<file path="config.mk">
export PLATFORM = sky130hd
export DESIGN_NAME = reset_pulse_and_mode_select
export DESIGN_NICKNAME = d
export VERILOG_FILES = /design/src/rtl/reset_seq_pkg.sv /design/src/rtl/reset_pulse_and_mode_select.sv
export VERILOG_INCLUDE_DIRS = /design/src /design/src/rtl
export SDC_FILE = /design/constraint.sdc
export NUM_CORES = 1
export LEC_CHECK = 0
export BUFFER_PORTS_ARGS = -buffer_cell sky130_fd_sc_hd__buf_2
export CAP_MARGIN = 30
export CORE_MARGIN = 5
export CORE_UTILIZATION = 45
export CTS_BUF_LIST = sky130_fd_sc_hd__clkbuf_8
export DETAILED_ROUTE_END_ITERATION = 16
export GPL_TIMING_DRIVEN = 1
export PLACE_DENSITY_LB_ADDON = 0.2
export SETUP_SLACK_MARGIN = 0.15
export SLEW_MARGIN = 0
export SYNTH_ARGS = -nofsm -noshare
export SYNTH_HDL_FRONTEND = slang
export SYNTH_SLANG_ARGS = --single-unit
</file>
<file path="constraint.sdc">
create_clock -name CLK -period 1.49 [get_ports CLK]
set_input_delay 0.2235 -clock CLK [delete_from_list [all_inputs] [get_ports CLK]]
set_output_delay 0.2235 -clock CLK [all_outputs]
set_load 0.05 [all_outputs]
</file>
<file path="src/rtl/reset_seq_regs.svh">
// Purpose: Constants for the reset pulse, nonvolatile load and background bit timing
// Assumes: Debug clock runs at the bus clock rate (20 MHz)
// Notes: Counts are in bus clock cycles
`ifndef RESET_SEQ_REGS_SVH
`define RESET_SEQ_REGS_SVH

// Reset pin low time in bus cycles
`define RST_PULSE_CYCLES 34
// Nonvolatile register area base and byte offsets
`define NV_BASE_ADDR 16'hFFB0
`define NV_PROT_OFFSET 16'h000D
`define NV_OPT_OFFSET 16'h000F
// Background line bit timing in debug clock cycles
`define BDC_BIT_CYCLES 16
`define BDC_LOW_ONE 4
`define BDC_LOW_ZERO 13
`define BDC_SAMPLE_AT 10
// Reset values of working bytes
`define NV_BYTE_RESET 8'hFF

`endif

</file>
<file path="src/rtl/reset_seq_pkg.sv">
// Purpose: Types shared by the reset sequencer
// Assumes: Nothing beyond the constants header
// Notes: Structs carry grouped outputs
package reset_seq_pkg;

  // Sequencer phases
  typedef enum logic [1:0] {
    RST_PULSE,
    RST_RELEASE,
    RST_RUN
  } rst_state_type;

  // Background line engine phases
  typedef enum logic [1:0] {
    BDC_IDLE,
    BDC_RX,
    BDC_TX
  } bdc_state_type;

  // Recorded reset source class
  typedef struct packed {
    logic por;
    logic ext_pin;
    logic internal;
  } reset_cause_type;

  // Working copies of the nonvolatile bytes
  typedef struct packed {
    logic [7:0] prot;
    logic [7:0] opt;
  } nv_bytes_type;

endpackage : reset_seq_pkg

</file>
<file path="src/rtl/reset_pulse_and_mode_select.sv">
// Purpose: Reset pin pulse, reset cause record, boot mode capture and background line bit engine
// Assumes: All inputs synchronous to CLK; ARST_N is the power-on reset
// Notes: Debug clock equals the bus clock, so a bit lasts BIT_CYCLES clocks
`include "reset_seq_regs.svh"
`timescale 1ns/1ps
`default_nettype none

// Function
// - Any reset drives reset pin low 34 cycles; power-on holds it low while ARST_N is low and then 34 cycles more
// - Record which source caused the reset
// - Debug pin is mode input in reset
// - Debug pin pull-up always enabled
// - High at release selects normal mode
// - Low at release selects background mode
// - Each background bit lasts 16 debug clocks
// - Pseudo open-drain with speedup pulse on release
// - Reset forces ports to input, no pull-ups
// - Load protection and option bytes at reset
module reset_pulse_and_mode_select #(
  parameter int PULSE_CYCLES = `RST_PULSE_CYCLES,
  parameter int INT_SRC_N = 4,
  parameter int BIT_CYCLES = `BDC_BIT_CYCLES,
  parameter int LOW_ONE = `BDC_LOW_ONE,
  parameter int LOW_ZERO = `BDC_LOW_ZERO,
  parameter int SAMPLE_AT = `BDC_SAMPLE_AT
) (
  input wire logic CLK,
  input wire logic ARST_N,
  input wire logic [INT_SRC_N-1:0] INT_RST_REQ,
  input wire logic RESET_PIN_IN,
  output logic RESET_PIN_OUT,
  output logic RESET_PIN_OE,
  output logic SYS_RST_N,
  output reset_seq_pkg::reset_cause_type RESET_CAUSE,
  output logic [INT_SRC_N-1:0] INT_CAUSE,
  input wire logic DBG_PIN_IN,
  output logic DBG_PIN_OUT,
  output logic DBG_PIN_OE,
  output logic DBG_PULLUP_EN,
  output logic BOOT_BACKGROUND,
  output logic PORT_FORCE_INPUT,
  output logic [15:0] NV_ADDR,
  output logic NV_RD,
  input wire logic [7:0] NV_DATA,
  output reset_seq_pkg::nv_bytes_type NV_BYTES,
  input wire logic TX_VALID,
  input wire logic TX_BIT,
  output logic TX_READY,
  output logic TX_DONE,
  output logic RX_VALID,
  output logic RX_BIT
);
  localparam int PW = $clog2(PULSE_CYCLES + 1);
  localparam int BW = $clog2(BIT_CYCLES + 1);

  ////////////////////////////////////////////////////////////////////////////
  // Parameter checks: byte load needs a few pulse cycles, low times and sample must fit in a bit
  initial begin
    if (PULSE_CYCLES < 4 || INT_SRC_N < 1 || LOW_ONE < 1 || LOW_ZERO <= LOW_ONE
        || LOW_ZERO + 1 >= BIT_CYCLES || SAMPLE_AT <= LOW_ONE || SAMPLE_AT >= BIT_CYCLES - 1) begin
      $error("Parameters outside what the sequencer supports");
    end
  end

  ////////////////////////////////////////////////////////////////////////////
  // Functions
  // Pin drive for a transmit bit at a given count: {oe, out}
  function automatic logic [1:0] tx_drive(input logic [BW-1:0] cnt, input logic bit_val);
    logic [BW-1:0] low_len;
    low_len = bit_val ? BW'(LOW_ONE) : BW'(LOW_ZERO);
    if (cnt < low_len) begin
      tx_drive = 2'b10;
    end else if (cnt == low_len) begin
      tx_drive = 2'b11;
    end else begin
      tx_drive = 2'b00;
    end
  endfunction : tx_drive

  ////////////////////////////////////////////////////////////////////////////
  // Reset sequencing
  reset_seq_pkg::rst_state_type rst_state_q;
  logic [PW-1:0] pulse_cnt_q;
  reset_seq_pkg::reset_cause_type cause_q;
  logic [INT_SRC_N-1:0] int_cause_q;
  logic boot_bg_q, new_reset, release_now;

  // A new reset in run: any internal request or the pin pulled low from outside
  assign new_reset = (rst_state_q == reset_seq_pkg::RST_RUN) && ((|INT_RST_REQ) || !RESET_PIN_IN);
  // Leave reset once the pin reads high, unless an internal request restarts the pulse
  assign release_now = (rst_state_q == reset_seq_pkg::RST_RELEASE) && RESET_PIN_IN && !(|INT_RST_REQ);

  always_ff @(posedge CLK or negedge ARST_N) begin
    if (!ARST_N) begin
      rst_state_q <= reset_seq_pkg::RST_PULSE;
      pulse_cnt_q <= '0;
    end else begin
      case (rst_state_q)
        reset_seq_pkg::RST_PULSE: begin
          if (pulse_cnt_q == PW'(PULSE_CYCLES - 1)) begin
            rst_state_q <= reset_seq_pkg::RST_RELEASE;
            pulse_cnt_q <= '0;
          end else begin
            pulse_cnt_q <= pulse_cnt_q + PW'(1);
          end
        end
        reset_seq_pkg::RST_RELEASE: begin
          if (|INT_RST_REQ) begin
            rst_state_q <= reset_seq_pkg::RST_PULSE;
          end else if (RESET_PIN_IN) begin
            rst_state_q <= reset_seq_pkg::RST_RUN;
          end
        end
        reset_seq_pkg::RST_RUN: begin
          if (new_reset) begin
            rst_state_q <= reset_seq_pkg::RST_PULSE;
            pulse_cnt_q <= '0;
          end
        end
        default: begin
          rst_state_q <= reset_seq_pkg::RST_PULSE;
          pulse_cnt_q <= '0;
        end
      endcase
    end
  end

  always_ff @(posedge CLK or negedge ARST_N) begin
    if (!ARST_N) begin
      cause_q <= '{por: 1'b1, ext_pin: 1'b0, internal: 1'b0};
      int_cause_q <= '0;
    end else if (new_reset || (rst_state_q == reset_seq_pkg::RST_RELEASE && (|INT_RST_REQ))) begin
      cause_q.por <= 1'b0;
      cause_q.ext_pin <= !(|INT_RST_REQ);
      cause_q.internal <= |INT_RST_REQ;
      int_cause_q <= INT_RST_REQ;
    end
  end

  always_ff @(posedge CLK or negedge ARST_N) begin
    if (!ARST_N) begin
      boot_bg_q <= 1'b0;
    end else if (release_now) begin
      boot_bg_q <= !DBG_PIN_IN;
    end
  end

  // Reset pin is open drain: driven only low
  assign RESET_PIN_OUT = 1'b0;
  assign RESET_PIN_OE = (rst_state_q == reset_seq_pkg::RST_PULSE);

  assign SYS_RST_N = (rst_state_q == reset_seq_pkg::RST_RUN);
  assign RESET_CAUSE = cause_q;
  assign INT_CAUSE = int_cause_q;
  assign BOOT_BACKGROUND = boot_bg_q;

  assign PORT_FORCE_INPUT = (rst_state_q != reset_seq_pkg::RST_RUN);

  assign DBG_PULLUP_EN = 1'b1;

  ////////////////////////////////////////////////////////////////////////////
  // Nonvolatile byte load during the pulse
  reset_seq_pkg::nv_bytes_type nv_q;
  logic [15:0] nv_addr_q;
  logic nv_rd_q;

  always_ff @(posedge CLK or negedge ARST_N) begin
    if (!ARST_N) begin
      nv_addr_q <= 16'h0000;
      nv_rd_q <= 1'b0;
      nv_q <= '{prot: `NV_BYTE_RESET, opt: `NV_BYTE_RESET};
    end else begin
      nv_rd_q <= 1'b0;
      if (rst_state_q == reset_seq_pkg::RST_PULSE) begin
        if (pulse_cnt_q == PW'(0)) begin
          nv_addr_q <= 16'(`NV_BASE_ADDR + `NV_PROT_OFFSET);
          nv_rd_q <= 1'b1;
        end else if (pulse_cnt_q == PW'(1)) begin
          nv_q.prot <= NV_DATA;
          nv_addr_q <= 16'(`NV_BASE_ADDR + `NV_OPT_OFFSET);
          nv_rd_q <= 1'b1;
        end else if (pulse_cnt_q == PW'(2)) begin
          nv_q.opt <= NV_DATA;
        end
      end
    end
  end

  assign NV_ADDR = nv_addr_q;
  assign NV_RD = nv_rd_q;
  assign NV_BYTES = nv_q;

  ////////////////////////////////////////////////////////////////////////////
  // Background line bit engine
  reset_seq_pkg::bdc_state_type bdc_state_q;
  logic [BW-1:0] bit_cnt_q;
  logic tx_bit_q, pin_prev_q, dbg_oe_q, dbg_out_q, rx_valid_q, rx_bit_q, tx_done_q, run;
  logic [1:0] drv_next;

  assign run = (rst_state_q == reset_seq_pkg::RST_RUN);
  assign TX_READY = run && (bdc_state_q == reset_seq_pkg::BDC_IDLE);
  assign drv_next = tx_drive(bit_cnt_q + BW'(1), tx_bit_q);

  // Previous line level for falling edge detection
  always_ff @(posedge CLK or negedge ARST_N) begin
    if (!ARST_N) begin
      pin_prev_q <= 1'b1;
    end else begin
      pin_prev_q <= DBG_PIN_IN;
    end
  end

  // Engine runs only out of reset
  always_ff @(posedge CLK or negedge ARST_N) begin
    if (!ARST_N) begin
      bdc_state_q <= reset_seq_pkg::BDC_IDLE;
      bit_cnt_q <= '0;
      tx_bit_q <= 1'b0;
      rx_valid_q <= 1'b0;
      rx_bit_q <= 1'b0;
      tx_done_q <= 1'b0;
    end else begin
      rx_valid_q <= 1'b0;
      tx_done_q <= 1'b0;
      if (!run) begin
        bdc_state_q <= reset_seq_pkg::BDC_IDLE;
        bit_cnt_q <= '0;
      end else begin
        case (bdc_state_q)
          reset_seq_pkg::BDC_IDLE: begin
            bit_cnt_q <= '0;
            if (TX_VALID) begin
              bdc_state_q <= reset_seq_pkg::BDC_TX;
              tx_bit_q <= TX_BIT;
            end else if (pin_prev_q && !DBG_PIN_IN) begin
              bdc_state_q <= reset_seq_pkg::BDC_RX;
              bit_cnt_q <= BW'(1);
            end
          end
          reset_seq_pkg::BDC_RX: begin
            bit_cnt_q <= bit_cnt_q + BW'(1);
            if (bit_cnt_q == BW'(SAMPLE_AT)) begin
              rx_bit_q <= DBG_PIN_IN;
            end
            if (bit_cnt_q == BW'(BIT_CYCLES - 1)) begin
              rx_valid_q <= 1'b1;
              bdc_state_q <= reset_seq_pkg::BDC_IDLE;
            end
          end
          reset_seq_pkg::BDC_TX: begin
            bit_cnt_q <= bit_cnt_q + BW'(1);
            if (bit_cnt_q == BW'(BIT_CYCLES - 1)) begin
              tx_done_q <= 1'b1;
              bdc_state_q <= reset_seq_pkg::BDC_IDLE;
            end
          end
          default: begin
            bdc_state_q <= reset_seq_pkg::BDC_IDLE;
          end
        endcase
      end
    end
  end

  always_ff @(posedge CLK or negedge ARST_N) begin
    if (!ARST_N) begin
      dbg_oe_q <= 1'b0;
      dbg_out_q <= 1'b0;
    end else if (TX_READY && TX_VALID) begin
      dbg_oe_q <= 1'b1;
      dbg_out_q <= 1'b0;
    end else if (run && bdc_state_q == reset_seq_pkg::BDC_TX && bit_cnt_q != BW'(BIT_CYCLES - 1)) begin
      dbg_oe_q <= drv_next[1];
      dbg_out_q <= drv_next[0];
    end else begin
      dbg_oe_q <= 1'b0;
      dbg_out_q <= 1'b0;
    end
  end

  assign DBG_PIN_OE = dbg_oe_q;
  assign DBG_PIN_OUT = dbg_out_q;
  assign RX_VALID = rx_valid_q;
  assign RX_BIT = rx_bit_q;
  assign TX_DONE = tx_done_q;

endmodule : reset_pulse_and_mode_select

`default_nettype wire

</file>
==> impl_results.md <==
- Status: finished, violations left
- Violated checks: negative setup slack
- Layout Area Growth over Synthesis: 57.43%
- WP data required: 1740 ps
- Int Power: 3.691 mW
- Area of the multi-input gates: 0.001463 mm^2
- Worst setup SP type: register
- Initial Util: 0.4648
- DRT Pass-1 Iters: 4
- Endpoints failing setup: 22
- Fmax achieved: 0.6420 GHz
- Ys flop type: dfrtp_1
- FF+latch count, synth: 49
- Die ar.: 0.007335 mm^2
- Crit. End Element: register
- Worst Setup Slack, final: -67.73 ps
- TritonCTS clock tree: built
- Row count: 27
- Average size of a mapped cell: 11.00 um^2
- Total Wirelength: 6564 um
- Worst skew pair latency: 310 ps
- # fillers: 378
- Die Wd: 85.65 um
- Clock sink total: 49
- Pre-CTS setup slack: -65.57 ps
- WS Path Type: register to register
- Max-cap violations: 0
- Arr. time, crit path: 1810 ps
- Crit share post-route: 1.045
- VDD IR-drop max: 0.001321 V
- Flop pwr share: 0.327
- Min-Delay Path Class: input pin to register
- Register Area: 0.001254 mm^2
- Synth cell types: 49
- R2r setup slk: -70 ps
- RSZ-0062 raised after global routing: yes
- Part of the power in the clock network: 0.150
- Leak: 1.853 nW
- Clock Tree Root: clkbuf_8
- Minimum clock period: 1558 ps
- Placed Instances: 381
- Initial antenna violation count: 0
- First-pass GRT wire length: 10160 um
- Final hold slack: 43.00 ps
- Synth async-reset ratio: 1.000
- Clock skew: 5.596 ps
- Register area share after synthesis: 0.4849
- Post-DP HPWL: 4230 um
- Post-synth EDFFs: 0
- Final GP Congestion: 0.8155
- Core Region: 0.005540 mm^2
- Number of global-route vias before repair: 2107
- DR vias: 2188
- Syn. warnings: 0
- Largest fanout on the critical path: 3
- Detailed Route Iter0 Violations: 83
- Gate power share: 0.523
- I/O Pins: 70
- Clock slew at reported path FFs: 90 ps
- Total Power: 6.548 mW
- Num CTS Buffers: 5
- Layout cells sized above 1: 0.6771
- Slew Viols, Final: 0
- Max Root-Sink Buffers: 2
- Largest net degree at the start of global routing: 33
- Final antenna diode count: 0
- Die H: 85.65 um
- I/O Buffers: 66
- Max H-tree Level: 2
- WL/cell: 15.55 um
- Detail Route Antenna Nets: 0
- Synth Instances: 234
- Pwr/cell area: 1615 mW/mm^2
- Endpoints failing hold: 0
- GR Overflow Total: 0
- Layout Cells excl Fill: 422
- Vias per cell: 5.185
- Total GRT Usage: 0.1712
- DRC: 0
- Switch Pwr: 2.857 mW
- Cell area after synthesis: 0.002575 mm^2
- # nets final: 379
- Switching share of power: 0.4363
[power groups by stage]
stage | sequential, mW | clock, mW | combinational (mW)
2_1_floorplan | 3.33 | 0 | 1.00
3_3_place_gp | 2.12 | 0 | 2.86
3_5_place_dp | 2.14 | 0 | 2.90
4_1_cts | 2.12 | 1.01 | 3.06
5_1_grt | 2.20 | 1.06 | 3.61
6_report | 2.14 | 0.981 | 3.42
[layout by cell type, fill, tap and decap left out, types with 4 or more instances in the layout]
cell | Yosys | routed
buf_4 | 17 | 42
buf_2 | 3 | 36
dfrtp_1 | 31 | 27
buf_6 | 0 | 26
dfstp_2 | 18 | 18
mux2_2 | 18 | 16
clkbuf_4 | 0 | 16
inv_1 | 13 | 9
nor2_1 | 17 | 8
nand3_1 | 10 | 7
nor2_4 | 1 | 6
ha_4 | 0 | 6
nand2_1 | 9 | 5
ha_1 | 12 | 5
clkbuf_8 | 0 | 5
dfrtp_2 | 0 | 4
nor2b_4 | 0 | 4
and3_1 | 6 | 4
o21ai_1 | 0 | 4
mux2i_1 | 4 | 4
nor2_2 | 0 | 4
a221o_1 | 4 | 4
buf_12 | 0 | 4
buf_8 | 0 | 4
[layout make-up]
cell class | instances | share of cell area
clock buffers | 5 | 0.01698
repair buffers | 129 | 0.2611
multi-input cells | 149 | 0.3608
well taps | 72 | 0.02222
inverters | 15 | 0.01852
flip-flops and latches | 49 | 0.3093
clock inverters | 3 | 0.01111
[through the flow]
step             util  area (um^2)  setup TNS (ps)
6_report       0.7317         4054          -472.7
5_1_grt        0.7317         4054           -1551
4_1_cts        0.6491         3596          -131.2
3_5_place_dp   0.5691         3153          -99.20
3_3_place_gp   0.5691         3153          -4.979
2_1_floorplan       -         2655           -2412
[metal layers]
metal,GRT usage,share of wire
met4,0.04317,0.0088
met3,0.03746,0.062
met5,0,0
met1,0.2308,0.43
met2,0.2804,0.50
[cell families after synthesis]
kind of cell / count (synthesis) / synth area share
other cells: 2 / 0.002917
compound gates: 41 / 0.1186
flops: 49 / 0.4849
simple gates: 69 / 0.1540
buf+inv: 37 / 0.08017
mux: 22 / 0.09427
fa+ha+maj: 12 / 0.05831
xor+xnor: 2 / 0.006804
[worst max-delay path, stage by stage, from the launching register on]
cell and delay, ps:
dfrtp_1 430, ha_2 200, and3_4 160, ha_4 270
nand2_2 60, nor4_1 210, and3_1 180
[flip-flops by register name, indices dropped and copies added (netlist names)]
name	count
NV_BYTES	16
pulse_cnt_q	6
bit_cnt_q	5
INT_CAUSE	4
RESET_CAUSE	3
NV_ADDR	2
bdc_state_q	2
rst_state_q	2
BOOT_BACKGROUND	1
DBG_PIN_OE	1
DBG_PIN_OUT	1
NV_RD	1
RX_BIT	1
RX_VALID	1
TX_DONE	1
pin_prev_q	1
tx_bit_q	1
[path summary, 6_finish.rpt]
path                                 from              to  cells after the start
max                          bit_cnt_q[0]     DBG_PIN_OUT                      6
min                            DBG_PIN_IN      pin_prev_q                      1
max reg2reg                  bit_cnt_q[0]     DBG_PIN_OUT                      6
min reg2reg                RESET_CAUSE[2]  RESET_CAUSE[2]                      2
max in group asynchronous          ARST_N     NV_BYTES[4]                      3
min in group asynchronous          ARST_N    INT_CAUSE[3]                      2
[timing repair]
item	4_1_cts	5_1_grt
pin swaps	22	22
endpoints found under the hold margin	12	0
setup buffers	17	14
gates resized for setup	57	101
hold buffers	1	0
setup endpoints to repair	59	74
gates cloned	0	1
[synthesized netlist by cell type (3+ instances only)]
master / n / area, um^2
a221o_1: 4 / 40.04
mux2_2: 18 / 202.7
o21ai_0: 7 / 35.03
buf_2: 3 / 15.01
and3_1: 6 / 37.54
dfstp_2: 18 / 473.0
ha_1: 12 / 150.1
nand3_1: 10 / 50.05
nor3_1: 3 / 15.01
a32oi_1: 3 / 26.28
a31oi_1: 3 / 18.77
mux2i_1: 4 / 40.04
inv_1: 13 / 48.80
o311ai_0: 3 / 26.28
nor2b_1: 6 / 37.54
nand2b_1: 4 / 25.02
a21oi_1: 5 / 25.02
nor2_1: 17 / 63.81
nand2_1: 9 / 33.78
nand4_1: 3 / 18.77
o31ai_1: 3 / 22.52
buf_4: 17 / 127.6
dfrtp_1: 31 / 775.7
No activity file was read; power rests on OpenSTA's default activity.
